--- config.mk ---
export PLATFORM = sky130hd
export DESIGN_NAME = tcw_channel
export DESIGN_NICKNAME = d
export VERILOG_FILES = /design/src/hw/tcw_pkg.sv /design/src/hw/tcw_channel.sv
export SDC_FILE = /design/constraint.sdc
export NUM_CORES = 1
export LEC_CHECK = 0
export BUFFER_PORTS_ARGS = -buffer_cell sky130_fd_sc_hd__buf_2
export CORE_MARGIN = 2
export CORE_UTILIZATION = 50
export DETAILED_ROUTE_END_ITERATION = 10
export HOLD_SLACK_MARGIN = 0.15
export PLACE_DENSITY = 0.79
export SYNTH_ARGS = -nofsm -noshare
export SYNTH_HDL_FRONTEND = slang
export SYNTH_SLANG_ARGS = --single-unit
--- constraint.sdc ---
create_clock -name i_ref_clk -period 3 [get_ports i_ref_clk]
set_clock_uncertainty 0.2 [all_clocks]
set_input_delay 0.75 -clock i_ref_clk [delete_from_list [all_inputs] [get_ports i_ref_clk]]
set_output_delay 0.75 -clock i_ref_clk [all_outputs]
set_load 0.02 [all_outputs]
--- src/hw/tcw_pkg.sv ---
package tcw_pkg;

  // ----------------------------------------------------------------
  // bus and widths
  // ----------------------------------------------------------------
  localparam int ADDR_W = 8;
  localparam int DATA_W = 32;
  localparam int CNT_W  = 16;

  localparam logic [7:0] OFF_CMD  = 8'h00;
  localparam logic [7:0] OFF_MODE = 8'h04;
  localparam logic [7:0] OFF_CV   = 8'h10;
  localparam logic [7:0] OFF_RA   = 8'h14;
  localparam logic [7:0] OFF_RB   = 8'h18;
  localparam logic [7:0] OFF_RC   = 8'h1c;
  localparam logic [7:0] OFF_SR   = 8'h20;

  // ----------------------------------------------------------------
  // command bits (write-only, self clearing)
  // ----------------------------------------------------------------
  localparam int CMD_CLK_EN  = 0;
  localparam int CMD_CLK_DIS = 1;
  localparam int CMD_SW_TRIG = 2;

  // ----------------------------------------------------------------
  // mode register field positions
  // ----------------------------------------------------------------
  localparam int MD_EDGE    = 8;
  localparam int MD_EVSEL   = 10;
  localparam int MD_TRIG_EN = 12;
  localparam int MD_SHAPE   = 13;
  localparam int MD_WAVE    = 15;
  localparam int MD_A_MA    = 16;
  localparam int MD_A_MC    = 18;
  localparam int MD_A_EXT   = 20;
  localparam int MD_A_SW    = 22;
  localparam int MD_B_MB    = 24;
  localparam int MD_B_MC    = 26;
  localparam int MD_B_EXT   = 28;
  localparam int MD_B_SW    = 30;

  localparam int SHAPE_UPDOWN = 0;
  localparam int SHAPE_CTRIG  = 1;

  // ----------------------------------------------------------------
  // status bits
  // ----------------------------------------------------------------
  localparam int SR_OVF   = 0;
  localparam int SR_OVR   = 1;
  localparam int SR_MA    = 2;
  localparam int SR_MB    = 3;
  localparam int SR_MC    = 4;
  localparam int SR_LDA   = 5;
  localparam int SR_LDB   = 6;
  localparam int SR_ETRG  = 7;
  localparam int SR_CLK   = 16;
  localparam int SR_MIRA  = 17;
  localparam int SR_MIRB  = 18;

  // ----------------------------------------------------------------
  // encodings and reset values
  // ----------------------------------------------------------------
  localparam logic [1:0] ACT_NONE = 2'h0;
  localparam logic [1:0] ACT_SET  = 2'h1;
  localparam logic [1:0] ACT_CLR  = 2'h2;
  localparam logic [1:0] ACT_TOG  = 2'h3;

  localparam logic [1:0] EDGE_NONE = 2'h0;
  localparam logic [1:0] EDGE_RISE = 2'h1;
  localparam logic [1:0] EDGE_FALL = 2'h2;
  localparam logic [1:0] EDGE_BOTH = 2'h3;

  localparam logic [1:0] EV_LINE_B = 2'h0;
  localparam logic [1:0] EV_EXT_0  = 2'h1;
  localparam logic [1:0] EV_EXT_1  = 2'h2;
  localparam logic [1:0] EV_EXT_2  = 2'h3;

  localparam logic [31:0] MODE_RST = 32'h0000_0000;
  localparam logic [15:0] CNT_RST  = 16'h0000;
  localparam logic [15:0] CMP_RST  = 16'h0000;
  localparam logic [15:0] CNT_MAX  = 16'hffff;

  typedef enum logic {DIR_UP, DIR_DOWN} tcw_dir_t;

endpackage

--- src/hw/tcw_channel.sv ---
// The address-and-strobe port and the address map were left to the implementer.
`timescale 1ns/1ps
module tcw_channel
  import tcw_pkg::*;
(
  input  wire logic               i_ref_clk,
  input  wire logic               i_rst,
  input  wire logic [ADDR_W-1:0]  i_addr,
  input  wire logic [DATA_W-1:0]  i_wdata,
  input  wire logic               i_wr,
  input  wire logic               i_rd,
  output logic      [DATA_W-1:0]  o_rdata,
  input  wire logic               i_line_a,
  output logic                    o_line_a,
  output logic                    o_line_a_oe,
  input  wire logic               i_line_b,
  output logic                    o_line_b,
  output logic                    o_line_b_oe,
  input  wire logic               i_ext_clock_0,
  input  wire logic               i_ext_clock_1,
  input  wire logic               i_ext_clock_2
);

  // ----------------------------------------------------------------
  // helpers
  // ----------------------------------------------------------------
  function automatic logic hit(input logic [ADDR_W-1:0] a, input logic [ADDR_W-1:0] off);
    return a == off;
  endfunction

  function automatic logic [1:0] fld2(input logic [31:0] r, input int pos);
    return r[pos +: 2];
  endfunction

  function automatic logic act_apply(input logic [1:0] act, input logic cur, input logic ev);
    logic v;
    v = cur;
    if (ev) begin
      unique case (act)
        ACT_NONE: v = cur;
        ACT_SET:  v = 1'b1;
        ACT_CLR:  v = 1'b0;
        ACT_TOG:  v = ~cur;
      endcase
    end
    return v;
  endfunction

  // ----------------------------------------------------------------
  // declarations
  // ----------------------------------------------------------------
  logic [4:0]        pins_raw;
  logic [4:0]        sync1_q;
  logic [4:0]        sync2_q;
  logic              ev_prev_q;
  logic              la_prev_q;
  logic [31:0]       mode_q;
  logic [15:0]       cnt_q;
  logic [15:0]       ra_q;
  logic [15:0]       rb_q;
  logic [15:0]       rc_q;
  tcw_dir_t          dir_q;
  logic              clk_on_q;
  logic [7:0]        flags_q;
  logic              a_unread_q;
  logic              b_unread_q;
  logic              line_a_q;
  logic              line_a_oe_q;
  logic              line_b_q;
  logic              line_b_oe_q;
  logic [DATA_W-1:0] rdata_q;

  logic              wave;
  logic              b_drive;
  logic              ev_src;
  logic              ev_rise;
  logic              ev_fall;
  logic              ev_det;
  logic              ext_trig;
  logic              sw_trig;
  logic              clk_en_cmd;
  logic              clk_dis_cmd;
  logic              match_a;
  logic              match_b;
  logic              match_c;
  logic              c_trig;
  logic              any_trig;
  logic              ovf_ev;
  logic              load_a;
  logic              load_b;
  logic              overrun;
  logic              sr_read;
  logic [7:0]        flag_set;
  logic [7:0]        flag_view;
  logic              mirror_a;
  logic              mirror_b;
  logic              line_a_d;
  logic              line_b_d;
  logic [DATA_W-1:0] rdata_d;

  assign o_rdata     = rdata_q;
  assign o_line_a    = line_a_q;
  assign o_line_a_oe = line_a_oe_q;
  assign o_line_b    = line_b_q;
  assign o_line_b_oe = line_b_oe_q;

  // ----------------------------------------------------------------
  // pin synchronisers
  // ----------------------------------------------------------------
  assign pins_raw = {i_ext_clock_2, i_ext_clock_1, i_ext_clock_0, i_line_b, i_line_a};

  always_ff @(posedge i_ref_clk) begin
    if (i_rst) begin
      sync1_q <= 5'h00;
      sync2_q <= 5'h00;
    end else begin
      sync1_q <= pins_raw;
      sync2_q <= sync1_q;
    end
  end

  // ----------------------------------------------------------------
  // mode and command decode
  // ----------------------------------------------------------------
  always_ff @(posedge i_ref_clk) begin
    if (i_rst) begin
      mode_q <= MODE_RST;
    end else if (i_wr && hit(i_addr, OFF_MODE)) begin
      mode_q <= i_wdata;
    end
  end

  assign wave        = mode_q[MD_WAVE];
  assign b_drive     = wave && (fld2(mode_q, MD_EVSEL) != EV_LINE_B);
  assign sw_trig     = i_wr && hit(i_addr, OFF_CMD) && i_wdata[CMD_SW_TRIG];
  assign clk_en_cmd  = i_wr && hit(i_addr, OFF_CMD) && i_wdata[CMD_CLK_EN];
  assign clk_dis_cmd = i_wr && hit(i_addr, OFF_CMD) && i_wdata[CMD_CLK_DIS];
  assign sr_read     = i_rd && hit(i_addr, OFF_SR);

  // ----------------------------------------------------------------
  // external event
  // ----------------------------------------------------------------
  always_comb begin
    unique case (fld2(mode_q, MD_EVSEL))
      EV_LINE_B: ev_src = sync2_q[1];
      EV_EXT_0:  ev_src = sync2_q[2];
      EV_EXT_1:  ev_src = sync2_q[3];
      EV_EXT_2:  ev_src = sync2_q[4];
    endcase
  end

  always_ff @(posedge i_ref_clk) begin
    if (i_rst) begin
      ev_prev_q <= 1'b0;
      la_prev_q <= 1'b0;
    end else begin
      ev_prev_q <= ev_src;
      la_prev_q <= sync2_q[0];
    end
  end

  assign ev_rise = ev_src && !ev_prev_q;
  assign ev_fall = !ev_src && ev_prev_q;

  always_comb begin
    unique case (fld2(mode_q, MD_EDGE))
      EDGE_NONE: ev_det = 1'b0;
      EDGE_RISE: ev_det = ev_rise;
      EDGE_FALL: ev_det = ev_fall;
      EDGE_BOTH: ev_det = ev_rise || ev_fall;
    endcase
  end

  assign ext_trig = ev_det && mode_q[MD_TRIG_EN];

  // ----------------------------------------------------------------
  // compare and counter
  // ----------------------------------------------------------------
  // matches only count while the clock runs, so a stopped counter
  // parked on a compare value does not flood the flags
  assign match_a  = wave && clk_on_q && (cnt_q == ra_q);
  assign match_b  = wave && clk_on_q && (cnt_q == rb_q);
  assign match_c  = clk_on_q && (cnt_q == rc_q);
  assign c_trig   = match_c && mode_q[MD_SHAPE + SHAPE_CTRIG]
                    && !mode_q[MD_SHAPE + SHAPE_UPDOWN];
  assign any_trig = ext_trig || sw_trig || c_trig;
  assign ovf_ev   = clk_on_q && !any_trig && (dir_q == DIR_UP) && (cnt_q == CNT_MAX);

  always_ff @(posedge i_ref_clk) begin
    if (i_rst) begin
      clk_on_q <= 1'b0;
    end else if (clk_dis_cmd) begin
      clk_on_q <= 1'b0;
    end else if (any_trig || clk_en_cmd) begin
      clk_on_q <= 1'b1;
    end
  end

  always_ff @(posedge i_ref_clk) begin
    if (i_rst) begin
      cnt_q <= CNT_RST;
      dir_q <= DIR_UP;
    end else if (any_trig) begin
      cnt_q <= CNT_RST;
      dir_q <= DIR_UP;
    end else if (clk_on_q) begin
      if (!mode_q[MD_SHAPE + SHAPE_UPDOWN]) begin
        cnt_q <= cnt_q + 16'h0001;
      end else if (dir_q == DIR_UP) begin
        // up-down turns at the top, or at compare c when triggering
        if (cnt_q == CNT_MAX || (mode_q[MD_SHAPE + SHAPE_CTRIG] && cnt_q == rc_q)) begin
          cnt_q <= cnt_q - 16'h0001;
          dir_q <= DIR_DOWN;
        end else begin
          cnt_q <= cnt_q + 16'h0001;
        end
      end else begin
        if (cnt_q == CNT_RST) begin
          cnt_q <= cnt_q + 16'h0001;
          dir_q <= DIR_UP;
        end else begin
          cnt_q <= cnt_q - 16'h0001;
        end
      end
    end
  end

  // ----------------------------------------------------------------
  // capture loads and value registers
  // ----------------------------------------------------------------
  assign load_a  = !wave && sync2_q[0] && !la_prev_q;
  assign load_b  = !wave && !sync2_q[0] && la_prev_q;
  assign overrun = (load_a && a_unread_q) || (load_b && b_unread_q);

  always_ff @(posedge i_ref_clk) begin
    if (i_rst) begin
      ra_q <= CMP_RST;
    end else if (load_a) begin
      ra_q <= cnt_q;
    end else if (wave && i_wr && hit(i_addr, OFF_RA)) begin
      ra_q <= i_wdata[15:0];
    end
  end

  always_ff @(posedge i_ref_clk) begin
    if (i_rst) begin
      rb_q <= CMP_RST;
    end else if (load_b) begin
      rb_q <= cnt_q;
    end else if (wave && i_wr && hit(i_addr, OFF_RB)) begin
      rb_q <= i_wdata[15:0];
    end
  end

  always_ff @(posedge i_ref_clk) begin
    if (i_rst) begin
      rc_q <= CMP_RST;
    end else if (i_wr && hit(i_addr, OFF_RC)) begin
      rc_q <= i_wdata[15:0];
    end
  end

  // a load in the same cycle as the register read still counts as unread
  always_ff @(posedge i_ref_clk) begin
    if (i_rst) begin
      a_unread_q <= 1'b0;
      b_unread_q <= 1'b0;
    end else begin
      a_unread_q <= load_a || (a_unread_q && !(i_rd && hit(i_addr, OFF_RA)));
      b_unread_q <= load_b || (b_unread_q && !(i_rd && hit(i_addr, OFF_RB)));
    end
  end

  // ----------------------------------------------------------------
  // waveform outputs
  // ----------------------------------------------------------------
  // later actions win: software trigger over event over c over a/b
  always_comb begin
    line_a_d = line_a_q;
    line_a_d = act_apply(fld2(mode_q, MD_A_MA), line_a_d, match_a);
    line_a_d = act_apply(fld2(mode_q, MD_A_MC), line_a_d, match_c);
    line_a_d = act_apply(fld2(mode_q, MD_A_EXT), line_a_d, ev_det);
    line_a_d = act_apply(fld2(mode_q, MD_A_SW), line_a_d, sw_trig);
    line_b_d = line_b_q;
    line_b_d = act_apply(fld2(mode_q, MD_B_MB), line_b_d, match_b);
    line_b_d = act_apply(fld2(mode_q, MD_B_MC), line_b_d, match_c);
    line_b_d = act_apply(fld2(mode_q, MD_B_EXT), line_b_d, ev_det);
    line_b_d = act_apply(fld2(mode_q, MD_B_SW), line_b_d, sw_trig);
  end

  always_ff @(posedge i_ref_clk) begin
    if (i_rst) begin
      line_a_q    <= 1'b0;
      line_a_oe_q <= 1'b0;
    end else begin
      line_a_oe_q <= wave;
      if (wave) begin
        line_a_q <= line_a_d;
      end
    end
  end

  always_ff @(posedge i_ref_clk) begin
    if (i_rst) begin
      line_b_q    <= 1'b0;
      line_b_oe_q <= 1'b0;
    end else begin
      line_b_oe_q <= b_drive;
      if (b_drive) begin
        line_b_q <= line_b_d;
      end
    end
  end

  assign mirror_a = line_a_oe_q ? line_a_q : sync2_q[0];
  assign mirror_b = line_b_oe_q ? line_b_q : sync2_q[1];

  // ----------------------------------------------------------------
  // status flags
  // ----------------------------------------------------------------
  always_comb begin
    flag_set          = 8'h00;
    flag_set[SR_OVF]  = ovf_ev;
    flag_set[SR_OVR]  = overrun;
    flag_set[SR_MA]   = match_a;
    flag_set[SR_MB]   = match_b && b_drive;
    flag_set[SR_MC]   = match_c;
    flag_set[SR_LDA]  = load_a;
    flag_set[SR_LDB]  = load_b;
    flag_set[SR_ETRG] = ext_trig;
  end

  always_ff @(posedge i_ref_clk) begin
    if (i_rst) begin
      flags_q <= 8'h00;
    end else begin
      flags_q <= flag_set | (flags_q & ~{8{sr_read}});
    end
  end

  // mode-dependent bits read zero in the other mode
  always_comb begin
    flag_view         = flags_q;
    flag_view[SR_OVR] = flags_q[SR_OVR] && !wave;
    flag_view[SR_MA]  = flags_q[SR_MA] && wave;
    flag_view[SR_MB]  = flags_q[SR_MB] && wave;
    flag_view[SR_LDA] = flags_q[SR_LDA] && !wave;
    flag_view[SR_LDB] = flags_q[SR_LDB] && !wave;
  end

  // ----------------------------------------------------------------
  // read port
  // ----------------------------------------------------------------
  always_comb begin
    rdata_d = '0;
    if (i_rd) begin
      if (hit(i_addr, OFF_MODE)) begin
        rdata_d = mode_q;
      end else if (hit(i_addr, OFF_CV)) begin
        rdata_d[15:0] = cnt_q;
      end else if (hit(i_addr, OFF_RA)) begin
        rdata_d[15:0] = ra_q;
      end else if (hit(i_addr, OFF_RB)) begin
        rdata_d[15:0] = rb_q;
      end else if (hit(i_addr, OFF_RC)) begin
        rdata_d[15:0] = rc_q;
      end else if (hit(i_addr, OFF_SR)) begin
        rdata_d[7:0]    = flag_view;
        rdata_d[SR_CLK]  = clk_on_q;
        rdata_d[SR_MIRA] = mirror_a;
        rdata_d[SR_MIRB] = mirror_b;
      end
    end
  end

  always_ff @(posedge i_ref_clk) begin
    if (i_rst) begin
      rdata_q <= '0;
    end else begin
      rdata_q <= rdata_d;
    end
  end
endmodule // tcw_channel

==> impl_metrics.json <==
{
  "status": "complete, no violations",
  "diodes": 0,
  "firstDrtPassIters": 5,
  "finalNonFillerCells": 1153,
  "syn_area_sq_mm": 0.00749,
  "ir_drop_v": 0.000406,
  "yosys_warnings": 0,
  "drive_above_1_share_pct": 19.2,
  "reg2reg_from": "mode_q[10]",
  "synth_cell_types": 58,
  "min_period_ns": 2.86,
  "place_inst": 1122,
  "avgSynthCellArea_sq_um": 8.49,
  "nets": 1011,
  "critical_path_class": "flop to flop",
  "seq_power_share_pct": 48.0,
  "path_clk_slew_ns": 0.06,
  "wl_per_cell_microns": 18.3,
  "seq_area_frac_synth_pct": 41.7,
  "core-area_sq_mm": 0.0146,
  "avgViaCountPerCell": 5.88,
  "yosys_most_used_dff": "dfxtp_1",
  "gp_congestion": 0.970,
  "fillers": 1252,
  "fin_crit_sh_pct": 95.5,
  "cp-endpoint": "o_line_a",
  "clock-sinks": 156,
  "synth_edf_count": 0,
  "relSlewSlack_pct": 68.6,
  "routed_wirelength_microns": 21100,
  "async_flop_share_pct": 0,
  "startpoint": "mode_q[10]",
  "ant_nets": 0,
  "slowest_stage": "mux4_2",
  "clock_path_buffers": 2,
  "drtIter0Drc": 956,
  "initial_core_util_pct": 51.4,
  "p_leak_uw": 0.00335,
  "wl_met3_microns": 1750,
  "cp-start-kind": "flop",
  "dpl_worst_slack_ns": 0.111,
  "syn_inst": 883,
  "drc": 0,
  "insertion_delay_ns": 0.43,
  "holdWs_ns": 0.239,
  "overflow": 0,
  "row_count": 44,
  "setup_ws_ns": 0.135,
  "die_area_sq_mm": 0.0160,
  "setup_viol": 0,
  "reg2reg_to": "o_line_a",
  "total_power_uw": 4420,
  "slew_violations": 0,
  "p_comb_share_pct": 5.3,
  "path_max_fanout": 6,
  "hold_path.class": "flop to flop",
  "syn2layout_area_growth_pct": 16.9,
  "reg2reg_depth": 11,
  "end_kind": "flop",
  "syn_nets": 937,
  "crit_required_ns": 3.13,
  "grt_max_degree": 47,
  "ios": 85,
  "m1WireLength_microns": 9100,
  "chipWidth_microns": 126,
  "cts-htree-levels": 4,
  "dp_hpwl_microns": 14600,
  "finalHoldViolCount": 0,
  "ys_ff_latch": 156,
  "highest_layer": "met4",
  "switching_share_pct": 24.0,
  "first_global_vias": 6242,
  "cp.arrival_ns": 2.99,
  "powerDensity_mw_per_mm2": 505,
  "pwr-share-clk_pct": 46.7,
  "p_sw_uw": 1060,
  "worstPathCellList": "mux4_2 > ha_1 > nor2b_1 > o21ai_0 > o21ai_2 > buf_4 > and2_1 > nand2b_1 > mux2i_1 > a22oi_1 > o211a_1",
  "max_freq_ghz": 0.349,
  "cts_tree": "built",
  "io_buffers": 84,
  "fp.dieH_microns": 126,
  "slowest_delay_ns": 0.52,
  "tightest_slew_ns": 0.472,
  "cts_root_buf": "clkbuf_16",
  "post_cts_buffers": 0,
  "maxCapViolCount": 0,
  "wl_met2_microns": 9720,
  "grt_pass1_wl_microns": 33500,
  "numCtsBuffers": 17,
  "r2r_slack_ns": 0.14,
  "grt_util_all_layers_pct": 26.4,
  "antenna_found_initial": 0,
  "vias": 6776,
  "intPower_uw": 3360
}
-- how the worst min path moves through the flow --
stage                     from         end  slack, ns  depth (start not counted)
floorplan           sync1_q[0]  sync2_q[0]       0.21                          1
global placement    sync1_q[0]  sync2_q[0]       0.22                          1
detailed placement  sync1_q[2]  sync2_q[2]       0.23                          1
CTS                 sync1_q[2]  sync2_q[2]       0.24                          1
global route        sync1_q[2]  sync2_q[2]       0.27                          1
finish              sync1_q[0]  sync2_q[0]       0.24                          1
-- cell usage after synthesis (6+ instances only) --
library cell  instances  area [sq um]
a211oi_1             33           248
clkbuf_1             47           176
mux2_2                6          67.6
nor2_1               81           304
a21oi_1              67           335
xor2_1               11          96.3
mux2i_1              62           621
nand2_1             149           559
nor3_1                8          40.0
buf_2                17          85.1
and2_1                9          56.3
o21ai_0              19          95.1
nand4_1              16           100
and3_1               23           144
dfxtp_1             156          3120
xnor2_1              53           464
a22oi_1               8          60.1
a221oi_1             11          96.3
nand3_1              12          60.1
nor2b_1              17           106
-- power groups by stage --
stage	logic (uW)	clock network [uW]	registers, uW
2_1_floorplan	137	0	2160
3_3_place_gp	225	0	2170
3_5_place_dp	229	0	2170
4_1_cts	230	2080	2120
5_1_grt	254	2180	2130
6_report	235	2070	2120
-- area by class of cell --
class | instances | area (sq um) | area share (%)
multi-input combinational | 648 | 4030 | 45.9
inverter | 4 | 15.0 | 0.171
sequential | 156 | 3130 | 35.7
timing repair buffer | 130 | 806 | 9.19
clock buffer | 20 | 447 | 5.10
clock inverter | 11 | 111 | 1.27
tap | 184 | 230 | 2.63
-- placed cells by master, fill, tap and decap left out, drive strengths merged, types with 3 or more instances in the layout --
cell / count
a211oi: 33
a21oi: 67
a221o: 5
a221oi: 11
a22oi: 8
a31oi: 5
and2: 10
and3: 24
and4: 3
buf: 130
clkbuf: 20
clkinvlp: 4
dfxtp: 156
ha: 5
inv: 8
mux2: 6
mux2i: 62
nand2: 149
nand3: 13
nand4: 16
nor2: 81
nor2b: 17
nor3: 9
nor3b: 3
nor4: 5
o211ai: 4
o21ai: 20
or3: 3
or4: 4
xnor2: 53
xor2: 11
-- logic make-up (layout without fill, tap and decap cells) --
| group | after synthesis | count (layout) | synth area share (%) |
|---|---|---|---|
| AO/OA/AOI/OAI | 165 | 165 | 14.2 |
| multiplexers | 69 | 69 | 9.48 |
| buffers and inverters | 79 | 165 | 4.84 |
| adder cells (fa/ha/maj) | 5 | 5 | 0.835 |
| XOR/XNOR | 64 | 64 | 7.48 |
| flip-flops | 156 | 156 | 41.7 |
| AND/OR/NAND/NOR | 345 | 345 | 21.5 |
-- critical path: cells and delay by family, from the launching register on --
family | cells | cell delay (ns)
simple gates | 3 | 0.34
flops | 1 | 0.36
buf+inv | 1 | 0.17
compound gates | 4 | 0.69
fa+ha+maj | 1 | 0.29
mux | 2 | 0.71
-- what timing repair did --
action	in CTS	in global routing
gates resized for setup	0	8
endpoints found under the setup margin	0	20
hold buffers	0	0
-- per-stage QoR --
stage / TNS (ns) / utilization, % / cell area, sq um
finish: 0 / 60.1 / 8760
global route: -0.00629 / 60.1 / 8760
CTS: 0 / 60.0 / 8750
detailed placement: 0 / 56.1 / 8190
global placement: 0 / 56.1 / 8190
floorplan: 0 / - / 7490
-- flip-flops by register name, indices dropped and copies added, names as in the netlist, 5 cells and up --
signal	cells
cnt_q	16
rc_q	16
sync2_q	5
rb_q	16
mode_q	32
ra_q	16
flags_q	8
o_rdata	32
sync1_q	5
-- layer usage --
layer | GRT usage [%] | up-vias
met2 | 40.8 | 343
met1 | 36.8 | 3173
met5 | 0 | -
li1 | - | 3216
met3 | 4.60 | 44
met4 | 10.7 | 0
Power figures use the tool's default switching activity.
